$ cat src/hw/sptr_defines.svh
// Constants of the serial port transmit-ready block
`ifndef SPTR_DEFINES_SVH
`define SPTR_DEFINES_SVH

// ==========================================================
// Widths and depths
`define SPTR_HALF_W        16
`define SPTR_FIFO_DEPTH    16
`define SPTR_FIFO_AW       4

// ==========================================================
// Transmit event source select codes
`define SPTR_IRQ_SEL_W     2
`define SPTR_IRQ_SEL_READY 2'h0
`define SPTR_IRQ_SEL_MOVE  2'h1

// ==========================================================
// Reset values
`define SPTR_HALF_RESET    16'h0000

`endif

$ cat src/hw/sptr_pkg.sv
// Types shared by the serial port transmit-ready block
`include "sptr_defines.svh"

package sptr_pkg;

  // ==========================================================
  // One transmit word, high half above low half
  typedef struct packed {
    logic [`SPTR_HALF_W-1:0] high;
    logic [`SPTR_HALF_W-1:0] low;
  } sptr_word_type;

  // ==========================================================
  // Holding stage states, one-hot
  typedef enum logic [2:0] {
    SPTR_ST_READY  = 3'h1,
    SPTR_ST_LOADED = 3'h2,
    SPTR_ST_STUCK  = 3'h4
  } sptr_state_type;

endpackage : sptr_pkg

$ cat src/hw/sptr_fifo.sv
// Parameterised word FIFO with valid/ready on both sides
`timescale 1ns/1ns
`include "sptr_defines.svh"

module sptr_fifo #(
  parameter int WIDTH = 32,
  parameter int DEPTH = `SPTR_FIFO_DEPTH,
  parameter int AW    = `SPTR_FIFO_AW
) (
  // Clock and reset
  input  wire logic             clk_sys,
  input  wire logic             resetn,
  // Filling side
  input  wire logic             in_valid,
  output logic                  in_ready,
  input  wire logic [WIDTH-1:0] in_data,
  // Draining side
  output logic                  out_valid,
  input  wire logic             out_ready,
  output logic      [WIDTH-1:0] out_data
);

  logic [WIDTH-1:0] mem_q [DEPTH];
  logic [AW:0]      wr_ptr_q;
  logic [AW:0]      wr_ptr_d;
  logic [AW:0]      rd_ptr_q;
  logic [AW:0]      rd_ptr_d;
  logic             push;
  logic             pop;

  // ==========================================================
  // Full and empty from pointers with a wrap bit
  assign in_ready  = !((wr_ptr_q[AW] != rd_ptr_q[AW]) &&
                       (wr_ptr_q[AW-1:0] == rd_ptr_q[AW-1:0]));
  assign out_valid = (wr_ptr_q != rd_ptr_q);
  assign push      = in_valid && in_ready;
  assign pop       = out_valid && out_ready;
  assign out_data  = mem_q[rd_ptr_q[AW-1:0]];

  // Next pointer values
  always_comb begin
    wr_ptr_d = wr_ptr_q;
    rd_ptr_d = rd_ptr_q;
    if (push) begin
      wr_ptr_d = wr_ptr_q + {{AW{1'b0}}, 1'b1};
    end
    if (pop) begin
      rd_ptr_d = rd_ptr_q + {{AW{1'b0}}, 1'b1};
    end
  end

  // Pointer registers
  always_ff @(posedge clk_sys or negedge resetn) begin
    if (!resetn) begin
      wr_ptr_q <= '0;
      rd_ptr_q <= '0;
    end else begin
      wr_ptr_q <= wr_ptr_d;
      rd_ptr_q <= rd_ptr_d;
    end
  end

  // Storage, written only on a push
  always_ff @(posedge clk_sys) begin
    if (push) begin
      mem_q[wr_ptr_q[AW-1:0]] <= in_data;
    end
  end

endmodule : sptr_fifo

$ cat src/hw/sptr_top.sv
// Transmit holding stage and ready flag of the buffered serial port
// Contract
// - A write to the low holding register clears the ready flag to zero.
// - Moving held data into the shift stage sets the ready flag to one.
// - Set and clear in one cycle leave the flag clear; new data dropped.
// - After that collision the flag stays zero until another low register write.
// - Later writes after a collision behave normally again.
// - The transmit event output can be chosen to follow the ready flag.
`timescale 1ns/1ns
`include "sptr_defines.svh"

module sptr_top (
  // Clock and reset
  input  wire logic                         clk_sys,
  input  wire logic                         resetn,
  // Bus writes into the holding registers
  input  wire logic                         tx_hold_low_wr,
  input  wire logic                         tx_hold_high_wr,
  input  wire logic [`SPTR_HALF_W-1:0]      tx_hold_wdata,
  // Configuration
  input  wire logic [`SPTR_IRQ_SEL_W-1:0]   tx_irq_source_select,
  // Status towards the bus controllers
  output logic                              tx_ready_flag,
  output logic                              tx_event_irq,
  output logic                              tx_stuck,
  // Words towards the serialiser
  output logic                              tx_shift_valid,
  input  wire logic                         tx_shift_ready,
  output sptr_pkg::sptr_word_type           tx_shift_low
);

  sptr_pkg::sptr_state_type state_q;
  sptr_pkg::sptr_state_type state_d;
  sptr_pkg::sptr_word_type  hold_q;
  sptr_pkg::sptr_word_type  hold_d;
  logic                     irq_q;
  logic                     irq_d;
  logic                     fifo_in_ready;
  logic                     move;
  logic                     hold_full;

  // ==========================================================
  // Transfer from holding stage into the shift FIFO
  assign hold_full = (state_q == sptr_pkg::SPTR_ST_LOADED);
  assign move      = hold_full && fifo_in_ready;

  // ==========================================================
  // Holding stage state and data
  always_comb begin
    state_d = state_q;
    hold_d  = hold_q;
    if (tx_hold_high_wr) begin
      hold_d.high = tx_hold_wdata;
    end
    case (state_q)
      sptr_pkg::SPTR_ST_READY: begin
        if (tx_hold_low_wr) begin
          hold_d.low = tx_hold_wdata;
          state_d    = sptr_pkg::SPTR_ST_LOADED;
        end
      end
      sptr_pkg::SPTR_ST_LOADED: begin
        if (move && tx_hold_low_wr) begin
          hold_d.high = hold_q.high;
          state_d     = sptr_pkg::SPTR_ST_STUCK;
        end else if (move) begin
          state_d = sptr_pkg::SPTR_ST_READY;
        end else if (tx_hold_low_wr) begin
          hold_d.low = tx_hold_wdata;
        end
      end
      sptr_pkg::SPTR_ST_STUCK: begin
        if (tx_hold_low_wr) begin
          hold_d.low = tx_hold_wdata;
          state_d    = sptr_pkg::SPTR_ST_LOADED;
        end
      end
      default: begin
        state_d = sptr_pkg::SPTR_ST_READY;
      end
    endcase
  end

  // State and holding registers
  always_ff @(posedge clk_sys or negedge resetn) begin
    if (!resetn) begin
      state_q <= sptr_pkg::SPTR_ST_READY;
      hold_q  <= '{high: `SPTR_HALF_RESET, low: `SPTR_HALF_RESET};
    end else begin
      state_q <= state_d;
      hold_q  <= hold_d;
    end
  end

  // ==========================================================
  // Flag outputs
  assign tx_ready_flag = (state_q == sptr_pkg::SPTR_ST_READY);
  assign tx_stuck      = (state_q == sptr_pkg::SPTR_ST_STUCK);

  // Transmit event source choice
  always_comb begin
    case (tx_irq_source_select)
      `SPTR_IRQ_SEL_READY: irq_d = (state_d == sptr_pkg::SPTR_ST_READY);
      `SPTR_IRQ_SEL_MOVE:  irq_d = move;
      default:             irq_d = 1'b0;
    endcase
  end

  // Event register
  always_ff @(posedge clk_sys or negedge resetn) begin
    if (!resetn) begin
      irq_q <= 1'b1;
    end else begin
      irq_q <= irq_d;
    end
  end

  assign tx_event_irq = irq_q;

  // ==========================================================
  // Shift-side FIFO, stalled by the serialiser
  sptr_fifo #(
    .WIDTH ($bits(sptr_pkg::sptr_word_type)),
    .DEPTH (`SPTR_FIFO_DEPTH),
    .AW    (`SPTR_FIFO_AW)
  ) u_fifo (
    .clk_sys   (clk_sys),
    .resetn    (resetn),
    .in_valid  (hold_full),
    .in_ready  (fifo_in_ready),
    .in_data   (hold_q),
    .out_valid (tx_shift_valid),
    .out_ready (tx_shift_ready),
    .out_data  (tx_shift_low)
  );

endmodule : sptr_top

$ cat config.mk
export PLATFORM = sky130hd
export DESIGN_NAME = sptr_top
export DESIGN_NICKNAME = d
export VERILOG_FILES = /design/src/hw/sptr_pkg.sv /design/src/hw/sptr_fifo.sv /design/src/hw/sptr_top.sv
export VERILOG_INCLUDE_DIRS = /design/src /design/src/hw
export SDC_FILE = /design/constraint.sdc
export NUM_CORES = 1
export LEC_CHECK = 0
export ABC_AREA = 1
export BUFFER_PORTS_ARGS = -buffer_cell sky130_fd_sc_hd__buf_2
export CAP_MARGIN = 25
export CORE_ASPECT_RATIO = 0.9
export CORE_MARGIN = 5
export CORE_UTILIZATION = 45
export CTS_BUF_LIST = sky130_fd_sc_hd__clkbuf_4 sky130_fd_sc_hd__clkbuf_8 sky130_fd_sc_hd__clkbuf_16
export CTS_CLUSTER_SIZE = 14
export DETAILED_ROUTE_END_ITERATION = 7
export GPL_ROUTABILITY_DRIVEN = 0
export HOLD_SLACK_MARGIN = 0.12
export PLACE_DENSITY = 0.65
export RECOVER_POWER = 100
export SYNTH_ARGS = -nofsm -noshare
export SYNTH_HDL_FRONTEND = slang
export SYNTH_SLANG_ARGS = --single-unit
$ cat constraint.sdc
create_clock -name clk_sys -period 2.97 [get_ports clk_sys]
set_input_delay 0.594 -clock clk_sys [delete_from_list [all_inputs] [get_ports clk_sys]]
set_output_delay 0.594 -clock clk_sys [all_outputs]
set_load 0.01 [all_outputs]
==> results.ini <==
[yosys]
synth_nets = 1739
syn_area_per_cell_um2 = 12.8
synthDistinctLibCells = 26
ys_seq_area_share_pct = 75.3
ys_ff_latch = 558
synthCells = 1711
syn-cell-area_um2 = 22000
yosysWarnings = 0

[worst_setup_path]
crit_type = flop to output port
cp-end-kind = output port
worstPathArrival_ns = 2.38
worstSetupStartpointType = flop
path_max_fanout = 8
critPathRequiredTime_ns = 2.38

[sta]
fmax_ghz = 0.337
hold_viol = 0
tightest_slew_ns = 1.59
min_period_over_period_pct = 100
tns_ns = 0
holdWs_ns = 0.239
skew_ns = 0.0254
fin_ws_ns = 0.0000251
setup_viol = 0
rsz0062_at_grt = true
relSlewSlack_pct = -5.85
drv_slew = 26
fin_crit_ns = 2.97

[placement]
dpl.cell_count = 2340
placed_area_um2 = 23300
pre_cts_slack_ns = 0.467
io_buffers = 58
dp_hpwl_um = 30600

[floorplanning]
io-pin-count = 59
fp.coreArea_um2 = 48100
fp.dieArea_um2 = 53300
dieHeight_um = 220
row_count = 76
die_w_um = 243
floorplan.initialDensity_pct = 45.6

[drt]
first_iter_violations = 1969
wire_per_inst_um = 24.5
drtPass1Iterations = 6
wl_um = 61100
viasPerCell = 5.93
route.vias.total = 14800
route.detailed.drc = 0
ant_nets = 0

[layout]
area_delta_synth_final_pct = 19.7
final_cell_area_um2 = 26300
fillers = 3867
drive_above_1_share_pct = 17.4
final_common_cell = edfxtp_1
final_util_pct = 54.6
most-common-layout-cells = edfxtp_1, nor2_1, o21ai_0
fin_nets = 1849
layout.cells.non_filler = 2491

[clocking]
clk_latency_ns = 0.62
clockBufferDepth = 3
cts_inserted_buffers = 54
clk_pin_slew_ns = 0.06
clockRootBuffer = clkbuf_16
cts.sinks = 558
htreeDepth = 2
cts_tree = yes

[min_path]
hold_path.class = input port to flop

[run_status]
violations = max-capacitance violations, max-slew violations
outcome = complete, but fails checks

[global_route]
antenna_found_initial = 2
grt_usage_pct = 21.6
grt_max_degree = 91
grt_overflow = 0
grt_pass1_vias = 14200
grt_first_pass_wirelength_um = 87700

[pwr]
ir_worst_vdd_uv = 614
powerDensity_nw_per_um2 = 1040
finalPower_mw = 27.2
p_leak_nw = 9.10

[run]
drv_cap = 1

## sequential cells by signal, indices dropped and copies added, names as in the netlist
signal,flops
hold_q,32
state_q,3
tx_event_irq,1
u_fifo.mem_q,512
u_fifo.rd_ptr_q,5
u_fifo.wr_ptr_q,5
## repair_timing
action	in CTS	in global routing
pin swaps	5	38
cloned	14	12
buffers inserted	14	9
gates resized for setup	47	104
setup endpoints to repair	31	32
hold buffers	1	0
hold endpoints to repair	23	0
## final timing paths
| check | end | depth (start not counted) | slack, ns | startpoint |
|---|---|---|---|---|
| max in group asynchronous | hold_q[4] | 3 | 0.72 | resetn |
| setup reg to reg | u_fifo.mem_q[12][16] | 12 | 0.25 | u_fifo.rd_ptr_q[0] |
| min in group asynchronous | u_fifo.rd_ptr_q[2] | 2 | 0.92 | resetn |
| hold reg to reg | u_fifo.rd_ptr_q[4] | 2 | 0.54 | u_fifo.rd_ptr_q[4] |
| hold / removal | tx_event_irq | 3 | 0.24 | tx_irq_source_select[0] |
| setup / recovery | tx_shift_low[14] | 10 | 0.00003 | u_fifo.rd_ptr_q[0] |
## area by class of cell
class | instances | area [um^2] | share of cell area, %
sequential | 558 | 16500 | 62.9
timing repair buffer | 161 | 1910 | 7.28
tap | 624 | 781 | 2.97
multi-input combinational | 1026 | 5170 | 19.7
antenna | 1 | 2.50 | 0.00952
inverter | 19 | 83.8 | 0.319
clock inverter | 33 | 300 | 1.14
timing repair inverter | 1 | 8.76 | 0.0333
clock buffer | 68 | 1480 | 5.63
## cell usage after synthesis
cell type	count	area (um^2)
clkbuf_1	60	225
xnor2_1	2	17.5
nand3b_1	1	7.51
o211ai_1	64	480
edfxtp_1	512	15400
inv_1	15	56.3
a21oi_1	2	10.0
dfrtp_1	44	1100
nand3_4	2	35.0
ha_1	5	62.6
buf_1	8	30.0
nor2_4	1	11.3
buf_2	28	140
o21ai_0	262	1310
o22ai_1	65	407
nand2_4	1	11.3
nor2_1	341	1280
dfstp_2	2	52.6
nand2_2	5	31.3
buf_4	9	67.6
nand2_1	162	608
inv_2	4	15.0
nor3_2	1	10.0
nand3_1	107	536
buf_6	3	33.8
xor2_1	5	43.8
## kinds of logic after synthesis
| kind of cell | synth area share, % |
|---|---|
| AO/OA/AOI/OAI | 10.1 |
| AND/OR/NAND/NOR | 11.5 |
| adder cells (fa/ha/maj) | 0.285 |
| flip-flops | 75.3 |
| buffers and inverters | 2.59 |
| XOR/XNOR | 0.279 |
## routing by layer
layer	wire (um)	share of wire [%]	GRT usage, %	vias to the layer above
met3	5840	9.6	4.41	89
met5	13	0.021	0	-
li1	-	-	-	6483
met1	25600	42	30.5	7414
met2	28300	46	34.2	777
met4	1360	2.2	6.62	2
## power breakdown
part | switching, mW | total [mW] | internal, mW
clock | 2.88 | 6.85 | 3.97
combinational | 6.01 | 9.84 | 3.83
sequential | 0.881 | 10.5 | 9.66
## worst max-delay path: stages, from the launching register on
cell       delay (ns)
dfrtp_4          0.57
buf_8            0.18
buf_12           0.14
clkbuf_16        0.17
nor2_1           0.10
nor2_1           0.04
o21ai_0          0.07
o211ai_1         0.11
nand3_1          0.11
nand3_1          0.10
buf_2            0.16
No activity file was read; power rests on OpenSTA's default activity.
